===== src/design/synth_defines.svh =====
// Bit positions, reset values and counts for the synthesizer control logic.
// Assumes a 24-bit serial word with the latch select in the two lowest bits.
`ifndef SYNTH_DEFINES_SVH
`define SYNTH_DEFINES_SVH
// ==========================================================
// Word layout common to all latches
`define WORD_BITS 24
`define SEL_MSB 1
`define SEL_LSB 0
`define LATCH_RESET 24'h00_0000
// ==========================================================
// Mode control word
`define CW_PRESC_MSB 23
`define CW_PRESC_LSB 22
`define CW_PD_SYNC 21
`define CW_PD_ARM 20
`define CW_CUR_HI_MSB 19
`define CW_CUR_HI_LSB 17
`define CW_CUR_LO_MSB 16
`define CW_CUR_LO_LSB 14
`define CW_PWR_MSB 13
`define CW_PWR_LSB 12
`define CW_MUTE 11
`define CW_GAIN 10
`define CW_TRISTATE 9
`define CW_POLARITY 8
`define CW_MUX_MSB 7
`define CW_MUX_LSB 5
`define CW_CLEAR 4
`define CW_CORE_MSB 3
`define CW_CORE_LSB 2
// ==========================================================
// Feedback divider word
`define FW_SRC_SEL 23
`define FW_HALVE 22
`define FW_GAIN 21
`define FW_MAIN_MSB 20
`define FW_MAIN_LSB 8
`define FW_SWAL_MSB 6
`define FW_SWAL_LSB 2
// ==========================================================
// Reference divider word
`define RW_BAND_MSB 21
`define RW_BAND_LSB 20
`define RW_TEST 19
`define RW_PRECISION 18
`define RW_ABP_MSB 17
`define RW_ABP_LSB 16
`define RW_DIV_MSB 15
`define RW_DIV_LSB 2
// ==========================================================
// Counts
`define LOCK_CNT_FAST 3
`define LOCK_CNT_PRECISE 5
`endif


===== src/design/synth_pkg.sv =====
// Types shared by the synthesizer control modules.
// Assumes synth_defines.svh supplies the field positions.
package synth_pkg;
  // Latch addressed by the two select bits
  typedef enum logic [1:0] {
    SEL_CONTROL = 2'b00,
    SEL_REFDIV = 2'b01,
    SEL_FEEDBACK = 2'b10,
    SEL_TEST = 2'b11
  } latch_sel_t;
  // Power state sequence
  typedef enum logic [1:0] {
    PD_RUN = 2'b00,
    PD_WAIT0 = 2'b01,
    PD_WAIT1 = 2'b10,
    PD_DOWN = 2'b11
  } pd_state_t;
endpackage : synth_pkg


===== src/design/serial_word_if.sv =====
// Carries a completed serial word and its transfer pulse.
// Assumes both ends run on mclk.
`timescale 1ns/1ns
interface serial_word_if;
  logic [23:0] word;
  logic load;
  modport src (output word, output load);
  modport dst (input word, input load);
endinterface : serial_word_if


===== src/design/serial_shifter.sv =====
// Three-wire serial input register: shift on serial clock rise, transfer on strobe rise.
// Assumes pins are synchronous to mclk and the serial clock is no faster than mclk/2.
`timescale 1ns/1ns
`include "synth_defines.svh"
module serial_shifter (
  // Clock and reset
  input wire logic mclk,
  input wire logic reset,
  // Pins
  input wire logic ser_clk,
  input wire logic ser_data,
  input wire logic load_strobe,
  // Completed word
  serial_word_if.src out
);
  logic [`WORD_BITS-1:0] shift;
  logic clk_prev;
  logic strobe_prev;

  // Edge history; never gated by power-down so words keep arriving
  always_ff @(posedge mclk)
  begin
    if (reset)
    begin
      clk_prev <= 1'b0;
      strobe_prev <= 1'b0;
    end
    else
    begin
      clk_prev <= ser_clk;
      strobe_prev <= load_strobe;
    end
  end

  // MSB first: new bits enter at the bottom
  always_ff @(posedge mclk)
  begin
    if (reset)
      shift <= `LATCH_RESET;
    else if (ser_clk && !clk_prev)
      shift <= {shift[`WORD_BITS-2:0], ser_data};
  end

  // Transfer on strobe rise, one-cycle pulse with registered word
  always_ff @(posedge mclk)
  begin
    if (reset)
    begin
      out.word <= `LATCH_RESET;
      out.load <= 1'b0;
    end
    else
    begin
      out.load <= load_strobe && !strobe_prev;
      if (load_strobe && !strobe_prev)
        out.word <= shift;
    end
  end
endmodule : serial_shifter


===== src/design/lock_detector.sv =====
// Digital lock detector evaluated once per reference divider cycle.
// Assumes the phase error comparisons arrive as levels valid at each tick.
`timescale 1ns/1ns
module lock_detector #(
  parameter int FAST_COUNT = 3,
  parameter int PRECISE_COUNT = 5
) (
  // Clock and reset
  input wire logic mclk,
  input wire logic reset,
  // Control
  input wire logic clear,
  input wire logic tick,
  input wire logic precise,
  // Phase error per cycle
  input wire logic err_small,
  input wire logic err_large,
  // Result
  output logic locked
);
  logic [2:0] good;
  logic [2:0] need;

  if (FAST_COUNT < 1 || PRECISE_COUNT > 7 || FAST_COUNT > PRECISE_COUNT)
  begin : bad_counts
    $error("lock_detector: counts must satisfy 1 <= fast <= precise <= 7");
  end

  assign need = precise ? 3'(PRECISE_COUNT) : 3'(FAST_COUNT);

  // Enter after a run of good cycles, leave on one cycle with a large error
  always_ff @(posedge mclk)
  begin
    if (reset || clear)
    begin
      good <= 3'h0;
      locked <= 1'b0;
    end
    else if (tick)
    begin
      if (locked)
      begin
        if (err_large)
        begin
          locked <= 1'b0;
          good <= 3'h0;
        end
      end
      else if (err_small)
      begin
        good <= good + 3'h1;
        if (good + 3'h1 >= need)
          locked <= 1'b1;
      end
      else
        good <= 3'h0;
    end
  end
endmodule : lock_detector


===== src/design/synth_serial_latch_control.sv =====
// Digital control section of an integer-N synthesizer: latches, power-down, dividers.
// Assumes all pins synchronous to mclk; analog sections consume the outputs.
//
// How it works
// Low two bits pick the target latch
// Armed, async selected: power down immediately
// Armed, sync: down on second reference tick
// Chip enable low disables at once
// Power-down loads counters, kills pump, lock, RF
// Serial register keeps loading during power-down
// Gain flag picks high or low current field
// Two word bits share one gain flag
// Mute keeps RF off until lock
// Tri-state bit floats the charge pump
// Polarity bit selects phase detector sense
// Count clear holds all dividers reset
// Five-bit swallow count, 0 to 31
// Thirteen-bit main count, 3 to 8191
// Host writes spare bits as zero
// Halving bit and prescaler source select
// Fourteen-bit reference ratio, 1 to 16383
// Two-bit antibacklash width field
// Lock after three or five good cycles
// Test latch ignored while test bit clear
// Band clock divider after reference divider
// Host writes reference, control, feedback order
// MSB-first shifting, transfer on strobe rise
// Band divider ratio 1, 2, 4, 8
// Lock holds until one large error
// Latch holds until its own word arrives
`timescale 1ns/1ns
`include "synth_defines.svh"
module synth_serial_latch_control #(
  parameter int WORD_W = 24
) (
  // Clock and reset
  input wire logic mclk,
  input wire logic reset,
  // Serial pins
  input wire logic ser_clk,
  input wire logic ser_data,
  input wire logic load_strobe,
  // Chip pins and loop inputs
  input wire logic chip_enable_pin,
  input wire logic ref_in,
  input wire logic phase_err_small,
  input wire logic phase_err_large,
  // Divider settings
  output logic [12:0] main_count,
  output logic [4:0] swallow_count,
  output logic [13:0] ref_div_value,
  output logic [1:0] prescaler_val,
  output logic out_halve,
  output logic prescaler_src_sel,
  // Charge pump and phase detector
  output logic [2:0] pump_current,
  output logic pump_gain_select,
  output logic pump_enable,
  output logic phase_polarity,
  output logic [1:0] antibacklash_width,
  // Output stage and core
  output logic [1:0] output_power_level,
  output logic [1:0] core_power_level,
  output logic [2:0] muxout_sel,
  output logic rf_output_enable,
  output logic ref_buffer_enable,
  // Timing and status
  output logic counters_load,
  output logic ref_div_tick,
  output logic band_clk_tick,
  output logic digital_lock,
  output logic power_down,
  output synth_pkg::pd_state_t power_state,
  output logic [23:0] test_word
);
  import synth_pkg::*;

  // ==========================================================
  // Latches and internal state
  logic [23:0] mode_control_word;
  logic [23:0] feedback_divider_word;
  logic [23:0] reference_divider_word;
  logic [23:0] test_latch;
  logic [13:0] ref_cnt;
  logic [13:0] ref_limit;
  logic [2:0] band_cnt;
  logic [2:0] band_mask;
  logic ref_prev;
  logic ref_rise;
  logic power_down_arm;
  logic power_down_sync_sel;
  logic count_clear;
  logic mute_until_lock;
  logic lock_precision;
  logic factory_test_bit;
  logic [1:0] band_clk_div;
  latch_sel_t sel;

  serial_word_if link ();

  if (WORD_W != 24)
  begin : bad_width
    $error("synth_serial_latch_control: WORD_W must be 24");
  end

  // ==========================================================
  // Serial input register, alive in every power state
  serial_shifter shifter (
    .mclk(mclk),
    .reset(reset),
    .ser_clk(ser_clk),
    .ser_data(ser_data),
    .load_strobe(load_strobe),
    .out(link.src)
  );

  assign sel = latch_sel_t'(link.word[`SEL_MSB:`SEL_LSB]);

  // Each latch replaces all fields at once, only on its own select
  always_ff @(posedge mclk)
  begin
    if (reset)
    begin
      mode_control_word <= `LATCH_RESET;
      feedback_divider_word <= `LATCH_RESET;
      reference_divider_word <= `LATCH_RESET;
      test_latch <= `LATCH_RESET;
    end
    else if (link.load)
    begin
      case (sel)
        SEL_CONTROL: mode_control_word <= link.word;
        SEL_FEEDBACK: feedback_divider_word <= link.word;
        SEL_REFDIV: reference_divider_word <= link.word;
        SEL_TEST: test_latch <= link.word;
        default: test_latch <= test_latch;
      endcase
    end
  end

  // Shared gain flag: whichever word carried it last wins
  always_ff @(posedge mclk)
  begin
    if (reset)
      pump_gain_select <= 1'b0;
    else if (link.load && sel == SEL_CONTROL)
      pump_gain_select <= link.word[`CW_GAIN];
    else if (link.load && sel == SEL_FEEDBACK)
      pump_gain_select <= link.word[`FW_GAIN];
  end

  // ==========================================================
  // Field decode
  assign power_down_arm = mode_control_word[`CW_PD_ARM];
  assign power_down_sync_sel = mode_control_word[`CW_PD_SYNC];
  assign count_clear = mode_control_word[`CW_CLEAR];
  assign mute_until_lock = mode_control_word[`CW_MUTE];
  assign prescaler_val = mode_control_word[`CW_PRESC_MSB:`CW_PRESC_LSB];
  assign output_power_level = mode_control_word[`CW_PWR_MSB:`CW_PWR_LSB];
  assign core_power_level = mode_control_word[`CW_CORE_MSB:`CW_CORE_LSB];
  assign muxout_sel = mode_control_word[`CW_MUX_MSB:`CW_MUX_LSB];
  assign phase_polarity = mode_control_word[`CW_POLARITY];
  // Range limits are the host's to keep; values pass through unchanged
  assign swallow_count = feedback_divider_word[`FW_SWAL_MSB:`FW_SWAL_LSB];
  assign main_count = feedback_divider_word[`FW_MAIN_MSB:`FW_MAIN_LSB];
  assign out_halve = feedback_divider_word[`FW_HALVE];
  assign prescaler_src_sel = feedback_divider_word[`FW_SRC_SEL];
  assign ref_div_value = reference_divider_word[`RW_DIV_MSB:`RW_DIV_LSB];
  assign antibacklash_width = reference_divider_word[`RW_ABP_MSB:`RW_ABP_LSB];
  assign lock_precision = reference_divider_word[`RW_PRECISION];
  assign factory_test_bit = reference_divider_word[`RW_TEST];
  assign band_clk_div = reference_divider_word[`RW_BAND_MSB:`RW_BAND_LSB];
  // Test latch contents reach nothing unless the test bit is set
  assign test_word = factory_test_bit ? test_latch : `LATCH_RESET;

  // Current field chosen by the shared gain flag
  assign pump_current = pump_gain_select ?
    mode_control_word[`CW_CUR_HI_MSB:`CW_CUR_HI_LSB] :
    mode_control_word[`CW_CUR_LO_MSB:`CW_CUR_LO_LSB];

  // ==========================================================
  // Power state: sync entry counts reference ticks after the strobe
  always_ff @(posedge mclk)
  begin
    if (reset)
      power_state <= PD_RUN;
    else if (link.load && sel == SEL_CONTROL)
    begin
      if (!link.word[`CW_PD_ARM])
        power_state <= PD_RUN;
      else if (!link.word[`CW_PD_SYNC])
        power_state <= PD_DOWN;
      else if (power_state != PD_DOWN)
        power_state <= PD_WAIT0;
    end
    else if (ref_div_tick)
    begin
      case (power_state)
        PD_WAIT0: power_state <= PD_WAIT1;
        PD_WAIT1: power_state <= PD_DOWN;
        default: power_state <= power_state;
      endcase
    end
  end

  // Chip enable acts without any clock edge
  assign power_down = !chip_enable_pin || power_state == PD_DOWN;

  // Side effects of any power-down
  assign counters_load = power_down || count_clear;
  assign pump_enable = !power_down && !mode_control_word[`CW_TRISTATE];
  assign ref_buffer_enable = !power_down;
  assign rf_output_enable = !power_down && (!mute_until_lock || digital_lock);

  // ==========================================================
  // Reference divider: counts reference input rises
  assign ref_rise = ref_in && !ref_prev;
  assign ref_limit = (ref_div_value == 14'h0000) ? 14'h0000 : ref_div_value - 14'h0001;

  always_ff @(posedge mclk)
  begin
    if (reset)
      ref_prev <= 1'b0;
    else
      ref_prev <= ref_in;
  end

  // Held in load state while cleared or powered down
  always_ff @(posedge mclk)
  begin
    if (reset || counters_load)
    begin
      ref_cnt <= 14'h0000;
      ref_div_tick <= 1'b0;
    end
    else
    begin
      ref_div_tick <= ref_rise && ref_cnt >= ref_limit;
      if (ref_rise)
        ref_cnt <= (ref_cnt >= ref_limit) ? 14'h0000 : ref_cnt + 14'h0001;
    end
  end

  // ==========================================================
  // Band select clock: divide reference ticks by 1, 2, 4 or 8
  always_comb
  begin
    case (band_clk_div)
      2'b00: band_mask = 3'h0;
      2'b01: band_mask = 3'h1;
      2'b10: band_mask = 3'h3;
      2'b11: band_mask = 3'h7;
      default: band_mask = 3'h0;
    endcase
  end

  // Counter shares the dividers' load state
  always_ff @(posedge mclk)
  begin
    if (reset || counters_load)
    begin
      band_cnt <= 3'h0;
      band_clk_tick <= 1'b0;
    end
    else
    begin
      band_clk_tick <= ref_div_tick && ((band_cnt & band_mask) == band_mask);
      if (ref_div_tick)
        band_cnt <= band_cnt + 3'h1;
    end
  end

  // ==========================================================
  // Lock detector, cleared by any power-down
  lock_detector #(
    .FAST_COUNT(`LOCK_CNT_FAST),
    .PRECISE_COUNT(`LOCK_CNT_PRECISE)
  ) lock_det (
    .mclk(mclk),
    .reset(reset),
    .clear(power_down),
    .tick(ref_div_tick),
    .precise(lock_precision),
    .err_small(phase_err_small),
    .err_large(phase_err_large),
    .locked(digital_lock)
  );

  // ==========================================================
  // Checks
  logic [2:0] good_run;

  // Independent run counter so lock entry can be checked against it
  always_ff @(posedge mclk)
  begin
    if (reset || power_down)
      good_run <= 3'h0;
    else if (ref_div_tick)
      good_run <= phase_err_small ? ((good_run == 3'h7) ? good_run : good_run + 3'h1) : 3'h0;
  end
endmodule : synth_serial_latch_control


===== config.mk =====
export PLATFORM = sky130hd
export DESIGN_NAME = synth_serial_latch_control
export DESIGN_NICKNAME = d
export VERILOG_FILES = /design/src/design/synth_pkg.sv /design/src/design/serial_word_if.sv /design/src/design/serial_shifter.sv /design/src/design/lock_detector.sv /design/src/design/synth_serial_latch_control.sv
export VERILOG_INCLUDE_DIRS = /design/src /design/src/design
export SDC_FILE = /design/constraint.sdc
export NUM_CORES = 1
export LEC_CHECK = 0
export BUFFER_PORTS_ARGS = -buffer_cell sky130_fd_sc_hd__buf_4
export CAP_MARGIN = 40
export CORE_AREA = 3 3 122 124
export DETAILED_ROUTE_END_ITERATION = 8
export DIE_AREA = 0 0 125 127
export GPL_TIMING_DRIVEN = 0
export PLACE_DENSITY = 0.69
export SLEW_MARGIN = 40
export SYNTH_ARGS = -nofsm -noshare
export SYNTH_HDL_FRONTEND = slang
export SYNTH_SLANG_ARGS = --single-unit

===== constraint.sdc =====
create_clock -name mclk -period 7.8 [get_ports mclk]
set_clock_uncertainty 0.05 [all_clocks]
set_input_delay 0.78 -clock mclk [delete_from_list [all_inputs] [get_ports mclk]]
set_output_delay 0.78 -clock mclk [all_outputs]
set_load 0.05 [all_outputs]

# == Yosys cells after proc, flatten, opt, wreduce, memory -nomap -nowiden ==
# Cells that the tools add are included.
# totals
ff_bits,172
latchBits,0
ramBits,0
rom_bits,0
in_bits,9
out_inout_bits,84
word_cells,92
memories,0
# op_classes
add_sub_neg,4
n_mul,0
div_mod_pow,0
n_lt_le_gt_ge,2
eq_ne,13
n_shift,0
n_mux,21
n_bitwise,1
n_reduce_logical,33
# ops
operator,count
14-bit 2-to-1 mux,2
24-bit 2-to-1 mux,1
3-bit 2-to-1 mux,5
"14-bit by 1-bit adder with 14-bit output, second input constant",1
14-bit greater-or-equal comparator,1
14-bit logical NOT,1
"14-bit by 1-bit subtractor with 14-bit output, second input constant",1
"2-bit == test, second input constant",6
3-bit case mux with 4 select lines,1
2-bit 2-to-1 mux,5
2-bit AND reduction,5
1-bit logical AND,9
1-bit logical NOT,7
"3-bit by 1-bit adder with 3-bit output, second input constant",2
"2-bit by 1-bit == test with 1-bit output, second input constant",3
1-bit 2-to-1 mux,6
1-bit logical OR,5
2-bit logical NOT,2
"2-bit != test, second input constant",2
"4-bit != test, second input constant",1
2-bit case mux with 2 select lines,1
2-bit nonzero test,2
3-bit bitwise AND,1
3-bit == test,1
3 further kinds,3

# == Longest topological paths before layout ==
# Gate-level depths: netlist (run 1).
# logic_depth
depth_word,5
depth_mapped,14
ltp_nobuf,13

# == Cells and area by module ==
# Synthesis (run 1) repeated with hierarchy kept, for this count alone.
# unflattened
hier_cells,825
area_unflattened_um2,7125.6
# by_module_without_submodules
module,instances,cells_each,area_per_inst_um2,seq_area_each_um2
synth_serial_latch_control,1,628,4898.4,2122.0
serial_shifter,1,167,1970.6,1021.0
lock_detector,1,30,256.5,80.1

# == Least setup slack after synthesis (run 1) ==
# Ideal clock, no wire load.
# synth_timing
kind,register to register
from,reg reference_divider_word[2]
to,reg ref_cnt[10]
setup_time_ns,0.078
t_arrival_ns,2.849
required_ns,7.672
setup_slack_ns,4.823
path_stages_with_launch,15
n_path_buf,2
period_less_slack_ns,2.977
cell_sequence,dfxtp_1 > inv_1 > ha_1 > nor3b_2 > nand3_2 > or4_4 > buf_6 > nand2_1 > ha_1 > nand4_1 > a21oi_1 > o311ai_1 > a21oi_1 > buf_2 > nor3_1
# synth_via
elab_chain_len,4
elab_cells_between_ends,5
cone_classes,add/sub: 1; order compare: 1; mux: 2; reduce/logical: 1
# synth_rtl
element,line_no,text
"start, declared",synth_serial_latch_control.sv:82,logic [23:0] reference_divider_word;
"start signal, assigned",synth_serial_latch_control.sv:126,reference_divider_word <= `LATCH_RESET;
"start signal, assigned",synth_serial_latch_control.sv:134,SEL_REFDIV: reference_divider_word <= link.word;
14-bit by 1-bit subtractor with 14-bit output or 14-bit logical NOT (tied branches),synth_serial_latch_control.sv:218,assign ref_limit = (ref_div_value == 14'h0000) ? 14'h0000 : ref_div_value - 14'h0001;
14-bit 2-to-1 mux *,synth_serial_latch_control.sv:218,
14-bit greater-or-equal comparator *,synth_serial_latch_control.sv:240,ref_cnt <= (ref_cnt >= ref_limit) ? 14'h0000 : ref_cnt + 14'h0001;
14-bit 2-to-1 mux *,synth_serial_latch_control.sv:240,
"end signal, assigned",synth_serial_latch_control.sv:240,
"end, declared",synth_serial_latch_control.sv:84,logic [13:0] ref_cnt;
# Every way passes the cells marked *; elsewhere a longest branch is shown, timed or not.
# A chain may end at the register's enable or synchronous reset.

# == Final worst setup path (run 1) ==
# layout_timing
from,reg reference_divider_word[2]
to,reg ref_cnt[5]
# Same word-level chain as after synthesis.

==> results.json, run 1 <==
{
  "worst_hold_slack_ps": 384.1,
  "area_growth_pct": 21.61,
  "cts_buffers": 17,
  "max_cap_violations": 0,
  "path_class": "flop to flop",
  "reg2reg_from": "reference_divider_word[2]$_SDFFE_PP0P_",
  "yosys_warnings": 0,
  "hold_path_startpoint": "shifter.strobe_prev$_SDFF_PP0_",
  "grt_pass1_wl_mm": 28.36,
  "setup_viol": 0,
  "cts_buffer_depth": 2,
  "outcome": "finished, final reports clean",
  "vias_per_cell": 5.062,
  "clk_latency_ps": 420,
  "final_cell_mix": "287 x nand2_1, 161 x dfxtp_1, 143 x a21oi_1",
  "startpoint_type": "flop",
  "cp_data_arrival_time_ps": 3740,
  "syn-instance-count": 870,
  "synth_seq_cells": 161,
  "fin_nets": 1010,
  "die_h_um": 127,
  "internal-power_mw": 1.319,
  "synth.distinct_cells": 46,
  "start_util": 0.4934,
  "final_cells": 1173,
  "gp_congestion": 0.7882,
  "hp-class": "flop to flop",
  "critPathMaxStageDelay_ps": 470,
  "ir_drop_mv": 0.1640,
  "ys.flop_type": "dfxtp_1",
  "end_kind": "flop",
  "synth_top_area_frac": 0.4706,
  "die_width_um": 125,
  "ctsResizeCount": 0,
  "root_buffer": "clkbuf_16",
  "critPathLaunch": "reference_divider_word[2]$_SDFFE_PP0P_",
  "fillers": 1327,
  "slew_viol_final": 0,
  "post-route-drc-count": 0,
  "dp.cells": 1142,
  "routedWlPerCell_um": 14.55,
  "path_buf_inv": 3,
  "total_power_mw": 1.688,
  "yosys-top-cells-area": "dfxtp_1 47%, nand2_1 16%, a21oi_1 10%",
  "ios": 93,
  "seqPwrFrac": 0.490,
  "avgSynthCellArea_um2": 7.872,
  "path_max_fanout": 10,
  "slew_headroom": 0.5018,
  "hold_violations": 0,
  "drtAntennaViolNets": 0,
  "die_area_mm2": 0.01588,
  "synth_top_area_cell": "dfxtp_1",
  "path_delay_family": "simple AND/OR/NAND/NOR gates",
  "core_mm2": 0.01388,
  "cp_common_cell": "ha_1",
  "grt_overflow": 0,
  "finalWirelength_mm": 17.07,
  "rows": 43,
  "drive_above_1_share": 0.1662,
  "portBuffers": 92,
  "grt_pass1_vias": 5796,
  "final_util": 0.6001,
  "synth-seq-area-share": 0.4706,
  "critPathSlowestCell": "or4_4",
  "final_common_cell": "nand2_1",
  "clk_pin_slew_ps": 60,
  "dr.pass1.iters": 6,
  "cts_tree": "built",
  "max_freq_ghz": 0.2894,
  "synthArstFlopShare": 0,
  "pwr_density_cell_mw_per_mm2": 202.7,
  "grt_antenna_before_repair": 0,
  "rsz0062_at_grt": "false",
  "worst_pin_slew_ps": 747.3,
  "pwr-share-comb": 0.037,
  "dp_hpwl_mm": 12.60,
  "syn-num-nets": 899,
  "swShare": 0.2190,
  "p_leak_nw": 3.199,
  "htree_num_levels": 4,
  "required_ps": 8090,
  "synth_edf_count": 0,
  "postCtsSetupRepairBufs": 0,
  "cts-hold-fix-buffers": 0,
  "critical_path.cell_chain": "inv_1 > ha_1 > nor3b_2 > nand3_2 > or4_4 > buf_6 > nand2_1 > ha_1 > nand4_1 > o21ai_0 > a211oi_1 > a21oi_1 > buf_2 > nor3_1",
  "fin_crit_sh": 0.4431,
  "cts.sinks": 161,
  "grt_usage": 0.2217,
  "diodes": 0,
  "tns_ps": 0,
  "clkPwrFrac": 0.472,
  "period_minus_slack_ps": 3456,
  "drtIter0Drc": 385,
  "num_vias": 5938,
  "p_switching_mw": 0.3697,
  "grt_max_degree": 17,
  "syn_area_mm2": 0.006849
}
-- path summary, 6_finish.rpt --
check        cells after the start  slack, ps                           to
max                             14       4340      ref_cnt[5]$_SDFFE_PP0P_
min                              1        380  shifter.out.load$_SDFF_PP0_
max reg2reg                     14       4340      ref_cnt[5]$_SDFFE_PP0P_
min reg2reg                      1        380  shifter.out.load$_SDFF_PP0_
-- state kept, by name, summed over array words and instances, names as in the netlist, 14 cells and up --
register / count
test_latch: 24
ref_cnt: 14
shifter.shift: 24
mode_control_word: 19
shifter.out.word: 24
feedback_divider_word: 20
reference_divider_word: 20
-- power by group through the flow --
stage / clock [mW] / combinational, mW / sequential, mW
after floorplan: 0 / 0.0371 / 0.849
after global placement: 0 / 0.0627 / 0.846
after detailed placement: 0 / 0.0628 / 0.846
after CTS: 0.813 / 0.0633 / 0.828
after global routing: 0.843 / 0.0694 / 0.828
final: 0.797 / 0.0628 / 0.828
-- logic make-up after synthesis --
logic type	count (synthesis)	synth area share
mux	8	0.01224
flops	161	0.4706
compound gates	162	0.1226
buf+inv	86	0.06266
fa+ha+maj	20	0.03654
simple gates	410	0.2660
xor+xnor	23	0.02941
-- cell usage after synthesis (2+ instances only) --
cell type / instances
nand2b_1: 5
and2_1: 28
or2_2: 3
nor2_1: 27
ha_1: 20
nand4_1: 6
and3_1: 4
nor2b_1: 9
mux2i_1: 5
nand2_1: 287
dfxtp_1: 161
xnor2_1: 5
buf_4: 25
nand3b_1: 2
xor2_1: 18
mux2_2: 3
a21oi_1: 143
or4_4: 2
clkbuf_1: 47
o21ai_0: 8
nand3_1: 7
inv_1: 8
nor4_4: 2
buf_2: 4
nor3_1: 14
nand2_2: 4
a211oi_1: 4
-- per-layer routing --
layer | up-vias | track usage | routed length [µm]
met4 | 0 | 0.08673 | 389
li1 | 3051 | - | -
met1 | 2721 | 0.2786 | 7595
met2 | 136 | 0.3774 | 8349
met5 | - | 0 | 0
met3 | 30 | 0.04431 | 735
-- cell type report --
| class | instances | area, µm² | share of cell area |
|---|---|---|---|
| Clock buffer | 23 | 457.9 | 0.05498 |
| Timing Repair Buffer | 92 | 690.7 | 0.08292 |
| Inverter | 8 | 30.03 | 0.003605 |
| Tap cell | 180 | 225.2 | 0.02704 |
| Sequential cell | 161 | 3223 | 0.3870 |
| Multi-Input combinational cell | 623 | 3197 | 0.3838 |
| Clock inverter | 8 | 106.4 | 0.01277 |
| Buffer | 78 | 399.1 | 0.04792 |
-- worst reg2reg max path, stage by stage, from the launching register on --
cell and delay (ps):
dfxtp_1 340, inv_1 80, ha_1 170, nor3b_2 370, nand3_2 130, or4_4 470
buf_6 170, nand2_1 60, ha_1 250, nand4_1 130, o21ai_0 90, a211oi_1 390
a21oi_1 220, buf_2 240, nor3_1 210
-- per-stage QoR --
step                area [µm²]  setup WS (ps)
floorplan                 6849           4823
CTS                       8329           4284
detailed placement        7765           4304
global route              8329           3967
global placement          7765           4342
finish                    8329           4344
Note: power is estimated with default switching activity, not from simulation.
==> inputs of run 2 (changes only) <==
Settings changed: ABC_AREA set to 1, CORE_AREA 3 3 122 124 to 3 3 124 126, DIE_AREA 0 0 125 127 to 0 0 127 129, PLACE_DENSITY 0.69 to 0.72.
Clock period 7.8 ns to 2.9 ns, I/O delays scaled along.
==> results.json, run 2 <==
{
  "slew_viol_final": 0,
  "path_class": "flop to flop",
  "max_cap_violations": 0,
  "path_max_fanout": 10,
  "cts_buffer_depth": 2,
  "finalWirelength_mm": 17.99,
  "yosys_warnings": 0,
  "startpoint_type": "flop",
  "ys.flop_type": "dfxtp_1",
  "cts-hold-fix-buffers": 0,
  "synth_top_area_frac": 0.4526,
  "synth_edf_count": 0,
  "die_width_um": 127,
  "synth_commonest_cells": "190 x nor2_1, 161 x dfxtp_1, 123 x nand2_1, 111 x o21ai_0, 81 x inv_1",
  "synth_top_area_cell": "dfxtp_1",
  "cts_buffers": 17,
  "synth-seq-area-share": 0.4526,
  "fillers": 1342,
  "area_growth_pct": 21.59,
  "gp_congestion": 0.8794,
  "grt_overflow": 0,
  "syn-num-nets": 984,
  "drtAntennaViolNets": 0,
  "rsz0062_at_grt": "false",
  "grt_usage": 0.2186,
  "swShare": 0.2799,
  "p_leak_nw": 3.953,
  "drive_above_1_share": 0.2102,
  "diodes": 0,
  "die_area_mm2": 0.01638,
  "syn-instance-count": 955,
  "ir_drop_mv": 0.4369,
  "final_common_cell": "nor2_1",
  "dr.pass1.iters": 5,
  "final_cell_mix": "189 x nor2_1, 161 x dfxtp_1, 123 x buf_4, 123 x nand2_1, 111 x o21ai_0",
  "routedWlPerCell_um": 14.23,
  "fin_nets": 1096,
  "portBuffers": 92,
  "synthArstFlopShare": 0,
  "num_vias": 6375,
  "clk_latency_ps": 420,
  "core_mm2": 0.01442,
  "rows": 44,
  "slew_headroom": 0.6484,
  "cts.sinks": 161,
  "synth_seq_cells": 161,
  "max_freq_ghz": 0.3810,
  "htree_num_levels": 4,
  "worst_pin_slew_ps": 527.4,
  "tns_ps": 0,
  "start_util": 0.4938,
  "grt.busiest_layer": "met2",
  "internal-power_mw": 3.810,
  "met2_usage": 0.3752,
  "cp_data_arrival_time_ps": 2940,
  "fin_crit_sh": 0.9050,
  "vias_per_cell": 5.044,
  "ios": 93,
  "seqPwrFrac": 0.453,
  "cts_tree": "built",
  "end_kind": "flop",
  "yosys-top-cells-area": "dfxtp_1 45%, nor2_1 10%, o21ai_0 7.8%",
  "grt_max_degree": 17,
  "p_switching_mw": 1.481,
  "outcome": "finished, final reports clean",
  "period_minus_slack_ps": 2625,
  "hold_violations": 0,
  "clkPwrFrac": 0.420,
  "pwr_density_cell_mw_per_mm2": 611.0,
  "grt_use_met1": 0.2774,
  "final_util": 0.6004,
  "yosys.cell_count.top_type": "nor2_1",
  "clk_pin_slew_ps": 70,
  "die_h_um": 129,
  "required_ps": 3220,
  "syn_area_mm2": 0.007122,
  "synth.distinct_cells": 35,
  "grt_antenna_before_repair": 0,
  "post-route-drc-count": 0,
  "avgSynthCellArea_um2": 7.457,
  "top_regs": "shifter.out.word (24), shifter.shift (24), test_latch (24)",
  "root_buffer": "clkbuf_16",
  "hp-class": "primary input to flop",
  "setup_viol": 0,
  "pwr-share-comb": 0.127,
  "use_met3": 0.04442,
  "drtIter0Drc": 480,
  "dp_hpwl_mm": 13.17,
  "grt_pass1_vias": 5720,
  "grt_pass1_wl_mm": 28.35
}
run 2: changes by cell type after synthesis, sizes merged, moves of 9 or more:
cell,before,now
nor2b,9,0
buf,31,46
a21oi,143,68
nand2,291,131
nand3,8,45
inv,8,91
clkbuf,47,26
and2,28,0
nor3,15,3
nor2,27,213
o21ai,8,119
run 2: critical path, cell delays in order (launching register included):
cell and delay [ps]:
dfxtp_1 350, inv_2 110, ha_4 160, nand3_2 120, nor2_2 160, nand4_1 180, buf_4 230, nand3_1 80
ha_1 240, nand2_1 80, inv_2 40, nand2_1 50, nand2_1 50, nor2_1 140, nand3_2 120, nand2_2 100
nand2_4 70, buf_8 150, nor2_2 70
run 2: final cells by class:
cell class	count	area, µm²	area share
Buffer	72	414.1	0.04783
Tap cell	184	230.2	0.02659
Clock inverter	13	153.9	0.01777
Clock buffer	19	432.9	0.04999
Sequential cell	161	3223	0.3722
Multi-Input combinational cell	631	3166	0.3656
Timing Repair Buffer	93	698.2	0.08062
Inverter	91	341.6	0.03945
run 2: kinds of logic (layout without fill, tap and decap cells):
family	after synthesis	in the layout	share of synthesized area
buf+inv	163	288	0.1058
xor+xnor	16	16	0.01968
fa+ha+maj	20	20	0.03514
flops	161	161	0.4526
simple gates	401	401	0.2475
compound gates	194	194	0.1393
run 2: metal layers:
layer  vias up  routed length (µm)
met2       160                8810
li1       3259                   -
met1      2936                7913
met3        20                 958
met4         0                 311
met5         -                   0
run 2: timing repair:
action / 4_1_cts / 5_1_grt
endpoints found under the hold margin: 0 / 0
endpoints found under the setup margin: 0 / 14
gates resized for setup: 0 / 8
buffers inserted: 0 / 1
run 2: final timing paths:
check                                         startpoint                                 end  slack [ps]  cells after the start
setup / recovery  reference_divider_word[2]$_SDFFE_PP0P_             ref_cnt[7]$_SDFFE_PP0P_         280                     18
hold / removal                               load_strobe      shifter.strobe_prev$_SDFF_PP0_          30                      3
setup reg to reg  reference_divider_word[2]$_SDFFE_PP0P_             ref_cnt[7]$_SDFFE_PP0P_         280                     18
hold reg to reg       mode_control_word[14]$_SDFFE_PP0P_  mode_control_word[14]$_SDFFE_PP0P_         400                      2
run 2: power by group through the flow:
stage / clock (mW) / combinational, mW / sequential, mW
after detailed placement: 0 / 0.662 / 2.44
after global placement: 0 / 0.651 / 2.44
after floorplan: 0 / 0.466 / 2.43
after CTS: 2.25 / 0.666 / 2.39
after global routing: 2.33 / 0.746 / 2.40
final: 2.22 / 0.671 / 2.40
run 2: through the flow:
step | power, mW | instances | hold WS (ps) | area (µm²) | setup slack [ps]
2_1_floorplan | 2.901 | 955 | 364.9 | 7122 | 568.0
3_3_place_gp | 3.093 | 1231 | 386.7 | 8043 | 73.45
3_5_place_dp | 3.105 | 1231 | 390.2 | 8043 | 59.65
4_1_cts | 5.308 | 1263 | 19.90 | 8630 | 55.80
5_1_grt | 5.484 | 1264 | 34.51 | 8660 | 28.01
6_report | 5.291 | 1264 | 29.27 | 8660 | 275.5
==> inputs of run 3 (changes only) <==
Settings changed: CORE_AREA 3 3 124 126 to 3 3 130 132, DIE_AREA 0 0 127 129 to 0 0 133 135, PLACE_DENSITY 0.72 to 0.69, SYNTH_HIERARCHICAL set to 1.
==> results.json, run 3 <==
{
  "synth-seq-area-share": 0.4332,
  "synth_seq_cells": 161,
  "path_max_fanout": 5,
  "start_util": 0.4701,
  "max_cap_violations": 0,
  "clk_pin_slew_ps": 60,
  "avgSynthCellArea_um2": 7.073,
  "area_growth_pct": 23.27,
  "ir_drop_mv": 0.4590,
  "grt_overflow": 0,
  "grt_pass1_vias": 6349,
  "top_regs": "shifter/out.word (24), shifter/shift (24), test_latch (24)",
  "gp_congestion": 0.8622,
  "yosys-top-cells-area": "dfxtp_1 43%, nor2_1 11%, nand2_1 9.3%",
  "vias_per_cell": 4.856,
  "synth_commonest_cells": "212 x nor2_1, 184 x nand2_1, 161 x dfxtp_1, 120 x inv_1, 87 x nand3_1",
  "drive_above_1_share": 0.1963,
  "period_minus_slack_ps": 2785,
  "end_kind": "flop",
  "drtAntennaViolNets": 0,
  "outcome": "finished, final reports clean",
  "wl_met3_um": 936,
  "synth_top_area_frac": 0.4332,
  "hold_depth": 3,
  "syn-num-nets": 1081,
  "yosys.cell_count.top_type": "nor2_1",
  "cts_buffer_depth": 2,
  "dr.pass1.iters": 5,
  "grt_usage": 0.2055,
  "highest_layer": "met4",
  "yosys_warnings": 6,
  "root_buffer": "clkbuf_16",
  "final_common_cell": "nor2_1",
  "drtIter0Drc": 367,
  "wl_met2_mm": 9.502,
  "syn-instance-count": 1052,
  "grt_max_degree": 17,
  "cts.sinks": 161,
  "synth_edf_count": 0,
  "reg2reg_depth": 20,
  "placed_area_mm2": 0.008387,
  "clk_latency_ps": 420,
  "die_width_um": 133,
  "total_power_mw": 5.521,
  "stdcell_area_mm2": 0.009173,
  "dp_hpwl_mm": 13.84,
  "synth_top_area_cell": "dfxtp_1",
  "routedWlPerCell_um": 13.24,
  "htree_num_levels": 4,
  "p_leak_nw": 4.300,
  "synth.distinct_cells": 35,
  "fin_crit_sh": 0.9605,
  "ios": 93,
  "slew_viol_final": 0,
  "num_vias": 6789,
  "die_area_mm2": 0.01796,
  "die_h_um": 135,
  "rows": 46,
  "final_cell_mix": "211 x nor2_1, 180 x nand2_1, 159 x dfxtp_1",
  "worst_pin_slew_ps": 557.5,
  "finalWirelength_mm": 18.52,
  "core_mm2": 0.01583,
  "pwr_density_cell_mw_per_mm2": 601.9,
  "synthArstFlopShare": 0,
  "portBuffers": 90,
  "wl_met1_mm": 7.837,
  "tns_ps": 0,
  "required_ps": 3200,
  "grt_antenna_before_repair": 0,
  "grt_pass1_wl_mm": 29.92,
  "post-route-drc-count": 0,
  "diodes": 0,
  "startpoint_type": "flop",
  "fin_nets": 1199,
  "cp_data_arrival_time_ps": 3090,
  "slew_headroom": 0.6283,
  "hold_violations": 0,
  "max_freq_ghz": 0.3590,
  "setup_viol": 0,
  "ys.flop_type": "dfxtp_1",
  "syn_area_mm2": 0.007441,
  "path_class": "flop to flop",
  "cts_tree": "built",
  "cts_buffers": 17,
  "hp-class": "primary input to flop"
}
[run 3: path summary, 6_finish.rpt]
| check | from | end | slack [ps] |
|---|---|---|---|
| max reg2reg | reference_divider_word[3]$_SDFFE_PP0P_ | ref_cnt[7]$_SDFFE_PP0P_ | 110 |
| min reg2reg | reference_divider_word[16]$_SDFFE_PP0P_ | reference_divider_word[16]$_SDFFE_PP0P_ | 400 |
| max | reference_divider_word[3]$_SDFFE_PP0P_ | ref_cnt[7]$_SDFFE_PP0P_ | 110 |
| min | ref_in | ref_prev$_SDFF_PP0_ | 60 |
[run 3: logic make-up (layout without fill, tap and decap cells)]
family | Yosys count | after routing | share of synthesized area
AND/OR/NAND/NOR | 514 | 514 | 0.2933
buffers and inverters | 204 | 334 | 0.1270
flip-flops | 161 | 161 | 0.4332
AO/OA/AOI/OAI | 138 | 138 | 0.09534
adder cells (fa/ha/maj) | 20 | 20 | 0.03363
XOR/XNOR | 15 | 15 | 0.01766
[run 3: power breakdown]
group | internal, mW | total (mW) | switching [mW]
logic | 0.289 | 0.792 | 0.503
registers | 2.30 | 2.38 | 0.0823
clock network | 1.43 | 2.35 | 0.917
total | 4.02 | 5.52 | 1.50
[run 3: area by class of cell]
| class | instances | area, µm² |
|---|---|---|
| Buffer | 77 | 467.9 |
| Clock buffer | 21 | 470.5 |
| Clock inverter | 10 | 148.9 |
| Fill cell | 1529 | 6655 |
| Inverter | 127 | 479.2 |
| Multi-Input combinational cell | 687 | 3362 |
| Sequential cell | 161 | 3226 |
| Tap cell | 216 | 270.3 |
| Timing Repair Buffer | 99 | 748.2 |
[run 3: worst max-delay path, stage by stage, from the launching register on]
cell     delay (ps)
dfxtp_2         320
inv_2            90
ha_4            160
nand3_4          90
nor2_4          140
inv_2            60
nor3_4          260
nand4_2         180
buf_2           200
nand3_2          70
ha_1            230
nand2_1          70
nor2_1           50
nand2_1          60
nand3_1          70
nand2_1          90
nand3_2         100
nand2_2         120
nand2_4          80
buf_6           150
nor2_1           90
[run 3: routing by layer]
metal	vias to the layer above	global-route usage
met4	0	0.06120
met5	-	0
met3	23	0.04285
li1	3506	-
met1	3104	0.2455
met2	156	0.3719
[run 3: timing repair]
action                                  4_1_cts  5_1_grt
setup buffers                                 0        7
endpoints found under the setup margin        0       14
hold buffers                                  0        0
resized for setup                             0       23
[run 3: through the flow]
step                hold WS, ps  setup WS (ps)    util  cells
CTS                       48.75          7.920  0.5690   1389
detailed placement        392.0          19.14  0.5299   1358
floorplan                 312.4          471.6       -   1052
global route              63.18         -79.34  0.5795   1398
finish                    64.29          114.7  0.5795   1398
global placement          387.8          76.57  0.5299   1358
